<file path="config.mk">
export PLATFORM = sky130hd
export DESIGN_NAME = pos_output_logic
export DESIGN_NICKNAME = d
export VERILOG_FILES = /design/src/pkg/pos_pkg.sv /design/src/rtl/pos_output_logic.sv
export SDC_FILE = /design/constraint.sdc
export NUM_CORES = 1
export LEC_CHECK = 0
export BUFFER_PORTS_ARGS = -buffer_cell sky130_fd_sc_hd__buf_4
export CAP_MARGIN = 10
export CORE_MARGIN = 2
export CORE_UTILIZATION = 39
export CTS_CLUSTER_DIAMETER = 40
export DETAILED_ROUTE_END_ITERATION = 16
export PLACE_DENSITY = 0.61
export SLEW_MARGIN = 25
export SYNTH_ARGS = -nofsm -noshare
export SYNTH_HDL_FRONTEND = slang
export SYNTH_SLANG_ARGS = --single-unit
</file>
<file path="constraint.sdc">
create_clock -name sys_clk -period 10.8 [get_ports sys_clk]
set_input_delay 2.16 -clock sys_clk [delete_from_list [all_inputs] [get_ports sys_clk]]
set_output_delay 2.16 -clock sys_clk [all_outputs]
set_load 0.01 [all_outputs]
</file>
<file path="src/pkg/pos_pkg.sv">
// ****************************************************************
// constants and types
// ****************************************************************
package pos_pkg;
  localparam int POS_NUM_FUNC = 2;
  localparam int POS_NUM_SIG_OUT = 9;
  localparam int POS_NUM_GROUP = 5;
  // register offsets
  localparam logic [3:0] POS_REG_CTRL = 4'h0;
  localparam logic [3:0] POS_REG_DELAY = 4'h1;
  localparam logic [3:0] POS_REG_STATUS = 4'h2;
  localparam logic [3:0] POS_REG_IRQ_STAT = 4'h3;
  localparam logic [3:0] POS_REG_IRQ_MASK = 4'h4;
  localparam logic [3:0] POS_REG_ROUTE = 4'h5;
  localparam logic [3:0] POS_REG_ID = 4'h6;
  // ctrl fields
  localparam int POS_CTRL_DUAL = 0;
  localparam int POS_CTRL_RESTART_A = 1;
  localparam int POS_CTRL_RESTART_B = 2;
  localparam int POS_CTRL_FB_CHECK = 3;
  localparam int POS_CTRL_DELAY_EN = 4;
  localparam int POS_CTRL_CLR_ERR = 5;
  // reset values
  localparam logic [31:0] POS_CTRL_RST = 32'h0000_0000;
  localparam logic [31:0] POS_DELAY_RST = 32'h0000_0000;
  localparam logic [31:0] POS_ROUTE_RST = 32'h0000_0000;
  localparam logic [31:0] POS_ID_VALUE = 32'h0000_0a5c; // arbitrary value
  // timing
  localparam int POS_CLK_MHZ = 100;
  localparam int POS_BLINK_MS = 250;
  localparam int POS_BLINK_CYC = POS_BLINK_MS * 1000 * POS_CLK_MHZ;
  localparam int POS_FB_TIMEOUT_US = 300;
  localparam int POS_FB_TIMEOUT_CYC = POS_FB_TIMEOUT_US * POS_CLK_MHZ;
  // interrupt events
  localparam int POS_EV_OFF_A = 0;
  localparam int POS_EV_OFF_B = 1;
  localparam int POS_EV_ERR_A = 2;
  localparam int POS_EV_ERR_B = 3;
  localparam int POS_EV_SWITCH = 4;
  localparam int POS_NUM_EV = 5;

  typedef enum logic [3:0] {
    POS_ST_OFF = 4'b0001,
    POS_ST_WAIT_ACK = 4'b0010,
    POS_ST_ON = 4'b0100,
    POS_ST_ERROR = 4'b1000
  } pos_state_t;

  typedef struct packed {
    logic field_hit;
    logic warn_hit;
    logic fb_closed;
    logic restart_ack;
  } pos_func_in_t;

  typedef struct packed {
    logic red;
    logic green;
    logic yellow;
    logic blue;
  } pos_leds_t;
endpackage : pos_pkg

</file>
<file path="src/rtl/pos_output_logic.sv">
`timescale 1ns/10ps
// Operation
// - an object inside the active protective field switches that function's outputs off.
// - outputs come back only with the field free, at once or after acknowledgment per mode.
// - in dual mode each of two functions drives its own output pair from its own field.
// - in single mode a selectable safe delay holds off the second pair's switch-off.
// - six indicators are driven, three for function a and three for function b.
// - bicolour is dark unpowered, red when off, flashing red on error, green when on.
// - yellow is off when interlock unused or released, blinks when occupied, on when ready.
// - blue is lit while an internal call such as an occupied warning field is active.
// - a field pair switchover is monitored and the new pair released only once validated.
// - indication signals are routed to configurable signal outputs by group.
// - optional contactor feedback check; the machine must return the feedback when enabled.
module pos_output_logic
#(
  parameter int BLINK_CYC = pos_pkg::POS_BLINK_CYC,
  parameter int FB_TIMEOUT_CYC = pos_pkg::POS_FB_TIMEOUT_CYC
)
(
  // clock and reset
  input wire logic sys_clk,
  input wire logic reset,
  // register port
  input wire logic [3:0] reg_addr,
  input wire logic [31:0] reg_wdata,
  input wire logic reg_wr,
  input wire logic reg_rd,
  output logic [31:0] reg_rdata,
  output logic irq,
  // field evaluation and machine side
  input wire logic powered,
  input wire pos_pkg::pos_func_in_t func_in [pos_pkg::POS_NUM_FUNC],
  input wire logic switch_req,
  input wire logic switch_valid,
  input wire logic [1:0] out_readback [pos_pkg::POS_NUM_FUNC],
  // outputs
  output logic [1:0] safety_switch_output [pos_pkg::POS_NUM_FUNC],
  output pos_pkg::pos_leds_t leds [pos_pkg::POS_NUM_FUNC],
  output logic switch_release,
  output logic [pos_pkg::POS_NUM_SIG_OUT-1:0] sig_out
);
  import pos_pkg::*;

  // ****************************************************************
  // registers
  // ****************************************************************
  logic [31:0] ctrl, next_ctrl;
  logic [31:0] delay_cfg, next_delay_cfg;
  logic [31:0] route, next_route;
  logic [POS_NUM_EV-1:0] irq_stat, next_irq_stat;
  logic [POS_NUM_EV-1:0] irq_mask, next_irq_mask;
  logic [31:0] next_rdata;
  logic [POS_NUM_EV-1:0] events;
  logic [POS_NUM_FUNC-1:0] out_on, err_now, occupied, ready;
  logic switch_pending, next_switch_pending;
  logic blink, next_blink;
  logic [31:0] blink_cnt, next_blink_cnt;

  always_comb
  begin
    next_ctrl = ctrl;
    next_delay_cfg = delay_cfg;
    next_route = route;
    next_irq_mask = irq_mask;
    next_irq_stat = irq_stat;
    next_rdata = 32'h0000_0000;
    if (reg_wr)
    begin
      unique case (reg_addr)
        POS_REG_CTRL: next_ctrl = reg_wdata;
        POS_REG_DELAY: next_delay_cfg = reg_wdata;
        POS_REG_ROUTE: next_route = reg_wdata;
        POS_REG_IRQ_MASK: next_irq_mask = reg_wdata[POS_NUM_EV-1:0];
        POS_REG_IRQ_STAT: next_irq_stat = irq_stat & ~reg_wdata[POS_NUM_EV-1:0];
        default: ;
      endcase
    end
    // a same-cycle event beats the clear
    next_irq_stat = next_irq_stat | events;
    next_ctrl[POS_CTRL_CLR_ERR] = reg_wr && reg_addr == POS_REG_CTRL
                                  && reg_wdata[POS_CTRL_CLR_ERR];
    if (reg_rd)
    begin
      unique case (reg_addr)
        POS_REG_CTRL: next_rdata = ctrl;
        POS_REG_DELAY: next_rdata = delay_cfg;
        POS_REG_STATUS: next_rdata = {22'h00_0000, switch_pending, err_now, occupied,
                                      ready, out_on, 1'b0};
        POS_REG_IRQ_STAT: next_rdata = {27'h000_0000, irq_stat};
        POS_REG_IRQ_MASK: next_rdata = {27'h000_0000, irq_mask};
        POS_REG_ROUTE: next_rdata = route;
        POS_REG_ID: next_rdata = POS_ID_VALUE;
        default: next_rdata = 32'h0000_0000;
      endcase
    end
  end

  always_ff @(posedge sys_clk or posedge reset)
  begin
    if (reset)
    begin
      ctrl <= POS_CTRL_RST;
      delay_cfg <= POS_DELAY_RST;
      route <= POS_ROUTE_RST;
      irq_stat <= '0;
      irq_mask <= '0;
      reg_rdata <= 32'h0000_0000;
    end
    else
    begin
      ctrl <= next_ctrl;
      delay_cfg <= next_delay_cfg;
      route <= next_route;
      irq_stat <= next_irq_stat;
      irq_mask <= next_irq_mask;
      reg_rdata <= next_rdata;
    end
  end

  assign irq = |(irq_stat & irq_mask);

  // ****************************************************************
  // blink timebase and field pair switchover
  // ****************************************************************
  always_comb
  begin
    next_blink_cnt = blink_cnt + 32'd1;
    next_blink = blink;
    if (blink_cnt >= 32'(BLINK_CYC - 1))
    begin
      next_blink_cnt = 32'h0000_0000;
      next_blink = ~blink;
    end
    next_switch_pending = switch_pending;
    // a new request beats validation
    if (switch_req)
      next_switch_pending = 1'b1;
    else if (switch_valid)
      next_switch_pending = 1'b0;
  end

  always_ff @(posedge sys_clk or posedge reset)
  begin
    if (reset)
    begin
      blink_cnt <= 32'h0000_0000;
      blink <= 1'b0;
      switch_pending <= 1'b0;
    end
    else
    begin
      blink_cnt <= next_blink_cnt;
      blink <= next_blink;
      switch_pending <= next_switch_pending;
    end
  end

  assign switch_release = switch_pending && switch_valid && !switch_req;

  // ****************************************************************
  // per-function output control
  // ****************************************************************
  logic dual;
  assign dual = ctrl[POS_CTRL_DUAL];

  genvar g;
  generate
    for (g = 0; g < POS_NUM_FUNC; g++)
    begin : gen_func
      pos_state_t state, next_state;
      logic [31:0] cnt, next_cnt;
      // cnt watches contactor feedback, hold times the safe delay
      logic [31:0] hold, next_hold;
      logic hit, restart_mode, fb_bad, pair_bad;
      logic [31:0] dly;
      logic drive_on;

      // single mode: pair b follows function a, with optional delay
      assign hit = (dual || g == 0) ? func_in[g].field_hit : func_in[0].field_hit;
      assign restart_mode = ctrl[POS_CTRL_RESTART_A + g];
      assign dly = (!dual && g == 1 && ctrl[POS_CTRL_DELAY_EN]) ? delay_cfg : 32'h0000_0000;
      assign pair_bad = out_readback[g][0] != out_readback[g][1];
      assign fb_bad = ctrl[POS_CTRL_FB_CHECK] && cnt >= 32'(FB_TIMEOUT_CYC)
                      && (func_in[g].fb_closed == (state == POS_ST_ON));

      always_comb
      begin
        next_state = state;
        next_cnt = cnt;
        next_hold = 32'h0000_0000;
        unique case (state)
          POS_ST_ON:
          begin
            if (cnt < 32'(FB_TIMEOUT_CYC))
              next_cnt = cnt + 32'd1;
            if (pair_bad || fb_bad)
              next_state = POS_ST_ERROR;
            else if (hit || switch_pending)
            begin
              next_hold = hold + 32'd1;
              if (hold >= dly)
              begin
                next_state = POS_ST_OFF;
                next_cnt = 32'h0000_0000;
              end
            end
          end
          POS_ST_OFF:
          begin
            if (cnt < 32'(FB_TIMEOUT_CYC))
              next_cnt = cnt + 32'd1;
            if (pair_bad || fb_bad)
              next_state = POS_ST_ERROR;
            // stay off until the field and the switchover are both clear
            else if (!hit && !switch_pending)
            begin
              next_cnt = 32'h0000_0000;
              next_state = restart_mode ? POS_ST_WAIT_ACK : POS_ST_ON;
            end
          end
          POS_ST_WAIT_ACK:
          begin
            if (hit || switch_pending)
              next_state = POS_ST_OFF;
            else if (func_in[g].restart_ack)
              next_state = POS_ST_ON;
          end
          POS_ST_ERROR:
          begin
            next_cnt = 32'h0000_0000;
            // latched until software writes the clear bit
            if (ctrl[POS_CTRL_CLR_ERR])
              next_state = POS_ST_OFF;
          end
        endcase
      end

      always_ff @(posedge sys_clk or posedge reset)
      begin
        if (reset)
        begin
          state <= POS_ST_OFF;
          cnt <= 32'h0000_0000;
          hold <= 32'h0000_0000;
          safety_switch_output[g] <= 2'b00;
          leds[g] <= '0;
        end
        else
        begin
          state <= next_state;
          cnt <= next_cnt;
          hold <= next_hold;
          safety_switch_output[g] <= {2{drive_on}};
          leds[g].red <= powered && (next_state == POS_ST_OFF || next_state == POS_ST_WAIT_ACK
                         || (next_state == POS_ST_ERROR && blink));
          leds[g].green <= powered && next_state == POS_ST_ON;
          leds[g].yellow <= powered && restart_mode
                            && ((hit && blink) || next_state == POS_ST_WAIT_ACK);
          leds[g].blue <= powered && func_in[g].warn_hit;
        end
      end

      // both channels are registered from one combinational value
      assign drive_on = next_state == POS_ST_ON && powered;
      assign out_on[g] = state == POS_ST_ON;
      assign err_now[g] = state == POS_ST_ERROR;
      assign occupied[g] = hit;
      assign ready[g] = state == POS_ST_WAIT_ACK;
      assign events[POS_EV_OFF_A + g] = state == POS_ST_ON && next_state != POS_ST_ON;
      assign events[POS_EV_ERR_A + g] = state != POS_ST_ERROR && next_state == POS_ST_ERROR;
    end
  endgenerate

  assign events[POS_EV_SWITCH] = switch_release;

  // ****************************************************************
  // signal output routing
  // ****************************************************************
  logic [POS_NUM_GROUP-1:0] group_sig;
  logic [pos_pkg::POS_NUM_SIG_OUT-1:0] next_sig_out;
  assign group_sig = {|out_on, |err_now, |err_now, func_in[0].warn_hit | func_in[1].warn_hit,
                      &out_on};

  always_comb
  begin
    for (int i = 0; i < POS_NUM_SIG_OUT; i++)
    begin
      next_sig_out[i] = (route[3*i +: 3] < 3'(POS_NUM_GROUP))
                        ? group_sig[route[3*i +: 3]] : 1'b0;
    end
  end

  always_ff @(posedge sys_clk or posedge reset)
  begin
    if (reset)
      sig_out <= '0;
    else
      sig_out <= next_sig_out;
  end
endmodule : pos_output_logic

</file>
==> flow_summary.json <==
{
  "status": "completed",
  "synth.distinct_cells": 78,
  "p_leak_nw": 7.37,
  "post_cts_resized": 0,
  "core-area_um2": 34600,
  "cts_setup_buffers": 0,
  "clkLatencyLatePin_ns": 0.57,
  "rows": 68,
  "required_ns": 8.64,
  "critPathLaunch": "switch_valid",
  "numCtsBuffers": 47,
  "reg2reg_from": "ctrl[0]$_DFFE_PP0P_",
  "ys_async_sr_fraction_pct": 100,
  "finalHoldViolations": 0,
  "rsz0062_at_grt": "no",
  "min_period_over_period_pct": 43.7,
  "seq_area_frac_synth_pct": 53.4,
  "synthMuxAreaShare_pct": 8.45,
  "cts_tree": "done",
  "crit_arrival_ns": 2.56,
  "tns_ns": 0,
  "numPortBuffers": 109,
  "utilization_pct": 48.0,
  "via_per_inst": 5.28,
  "grt_max_degree": 147,
  "h-tree-depth": 2,
  "io_pins": 110,
  "ys_warn_count": 0,
  "drive_above_1_share_pct": 23.9,
  "synth-simple-area-share_pct": 17.7,
  "synthCells": 1269,
  "fin_skew_ns": 0.0145,
  "holdWs_ns": 0.481,
  "cellPowerDensity_nw_per_um2": 193,
  "hold_class": "reg2reg",
  "clk_pin_slew_worst_paths_ns": 0.05,
  "grt_usage_pct": 18.6,
  "gp_congestion": 0.832,
  "via_count": 9992,
  "grt_pass1_wl_um": 54000,
  "drt_iter0_drc": 763,
  "drtPass1Iterations": 6,
  "nets": 1491,
  "synth_edf_count": 0,
  "finalMaxSlewViolations": 0,
  "regArea_um2": 7330,
  "final_cells": 1892,
  "hpwlAfterDp_um": 22500,
  "antenna_found_initial": 1,
  "maxSlewHeadroom_pct": 41.8,
  "critPathMaxFanout": 2,
  "drv_cap": 0,
  "worst_slew_pin_slew_ns": 0.873,
  "syn_area_per_cell_um2": 10.8,
  "worstReg2RegEnd": "gen_func[1].cnt[1]$_DFFE_PP0P_",
  "synth_compound_gate_area_share_pct": 9.11,
  "synth-seq-cells": 293,
  "grt_pass1_vias": 10000,
  "worstSetupPathType": "in2out",
  "die_area_um2": 36800,
  "n_antenna_cell": 0,
  "r2r_slack_ns": 7.13,
  "grt-ovfl-total": 0,
  "synthAdderAreaFrac_pct": 3.46,
  "dp_cells": 1804,
  "finalSetupViolations": 0,
  "reg2reg_depth": 12,
  "syn_area_um2": 13700,
  "antenna_left": 0,
  "nFillCells": 3172,
  "cp-start-kind": "input pin",
  "synth_top_flop_cell": "dfrtp_1",
  "drcViolationCount": 0,
  "timing.fmax_mhz": 212,
  "endpoint": "switch_release",
  "dieHeight_um": 192,
  "cts_sinks": 293,
  "initial_core_util_pct": 39.7,
  "multi_input_area_um2": 6110,
  "synth_top_family_by_area": "simple AND/OR/NAND/NOR gates",
  "die_x_um": 192,
  "area_growth_pct": 21.0,
  "period_minus_slack_ns": 4.72,
  "endpoint_kind": "primary output",
  "wl_um": 33400,
  "synth_xor_area_share_pct": 5.35,
  "hold_buffers": 0,
  "wl_per_cell_um": 17.6,
  "root_buffer": "clkbuf_16",
  "irDropWorstVdd_uv": 180,
  "clk_path_buf_depth": 3
}
## layout make-up
type	instances	area share (%)
clock inverters	29	1.81
flip-flops and latches	293	44.1
clock buffers	59	7.59
well taps	455	3.42
repair buffers	125	5.67
inverters	27	0.685
multi-input cells	904	36.7
## logic make-up (layout without fill, tap and decap cells)
family | Yosys count | after routing
other | 1 | 7
AO/OA/AOI/OAI | 177 | 177
AND/OR/NAND/NOR | 495 | 495
buffers and inverters | 78 | 240
flip-flops | 293 | 293
multiplexers | 103 | 103
XOR/XNOR | 84 | 84
adder cells (fa/ha/maj) | 38 | 38
## sequential cells by signal (all words and copies together) (netlist names)
| name | flops |
|---|---|
| blink_cnt | 32 |
| delay_cfg | 32 |
| ctrl | 32 |
| irq_stat | 5 |
| irq_mask | 5 |
| gen_func.hold | 32 |
| switch_pending | 1 |
| leds | 8 |
| reg_rdata | 32 |
| gen_func.state | 8 |
| blink | 1 |
| gen_func.cnt | 64 |
| route | 32 |
| sig_out | 9 |
## synth_stat cells, drive strengths merged (10+ instances only)
cell	number	area (um^2)
and3	17	106
a21oi	60	319
nand3	45	230
nor3	21	120
clkbuf	30	113
a22oi	12	90.1
nor4	10	62.6
inv	26	97.6
xor2	46	403
nor2	165	624
nand2b	10	62.6
o21ai	28	144
dfrtp	291	7280
xnor2	38	333
nand2	118	443
a222oi	26	260
buf	21	140
ha	38	475
mux2	101	1140
nand4	20	131
and2	53	332
## power by group
group	switching (W)	internal (W)
Sequential	0.000108	0.00122
Combinational	0.000220	0.000190
Clock	0.000557	0.000915
Total	0.000885	0.00232
## critical path, stage by stage
cell and delay (ns):
buf_4 0.08, nand2_1 0.04, nor2_1 0.14, buf_4 0.14
## per-stage QoR
stage	instance area (um^2)	worst slack, ns	power (W)
floorplan	13800	0.553	0.00160
global placement	15000	6.05	0.00174
detailed placement	15000	6.03	0.00175
CTS	16600	6.07	0.00324
global route	16600	6.03	0.00335
finish	16600	6.08	0.00321
## cell usage in the layout (no fill, tap or decap), drive strengths merged, types with 17 or more instances in the layout
master,netlist,routed
nor2,165,165
clkbuf,30,59
xnor2,38,38
dfrtp,291,291
o21ai,28,28
nand3,45,45
a21oi,60,60
ha,38,38
inv,26,31
nor3,21,21
mux2,101,101
nand4,20,20
buf,21,125
a222oi,26,26
xor2,46,46
nand2,118,118
and3,17,17
and2,53,53
## worst min path at each step
| stage | from | end | slack, ns | depth (start not counted) |
|---|---|---|---|---|
| final | gen_func[1].cnt[28]$_DFFE_PP0P_ | gen_func[1].cnt[28]$_DFFE_PP0P_ | 0.48 | 1 |
| after global routing | gen_func[0].cnt[25]$_DFFE_PP0P_ | gen_func[0].cnt[25]$_DFFE_PP0P_ | 0.50 | 1 |
| after CTS | gen_func[1].cnt[28]$_DFFE_PP0P_ | gen_func[1].cnt[28]$_DFFE_PP0P_ | 0.49 | 1 |
| after detailed placement | gen_func[0].cnt[16]$_DFFE_PP0P_ | gen_func[0].cnt[16]$_DFFE_PP0P_ | 0.47 | 1 |
| after global placement | gen_func[1].cnt[14]$_DFFE_PP0P_ | gen_func[1].cnt[14]$_DFFE_PP0P_ | 0.47 | 1 |
| after floorplan | blink_cnt[0]$_DFF_PP0_ | blink_cnt[0]$_DFF_PP0_ | 0.45 | 1 |
## metal layers
layer | global-route usage (%) | wire [um]
met5 | 0 | 0
met4 | 5.95 | 722
met1 | 24.5 | 14700
met3 | 4.06 | 1600
met2 | 30.6 | 16400
Power figures use the tool's default switching activity.
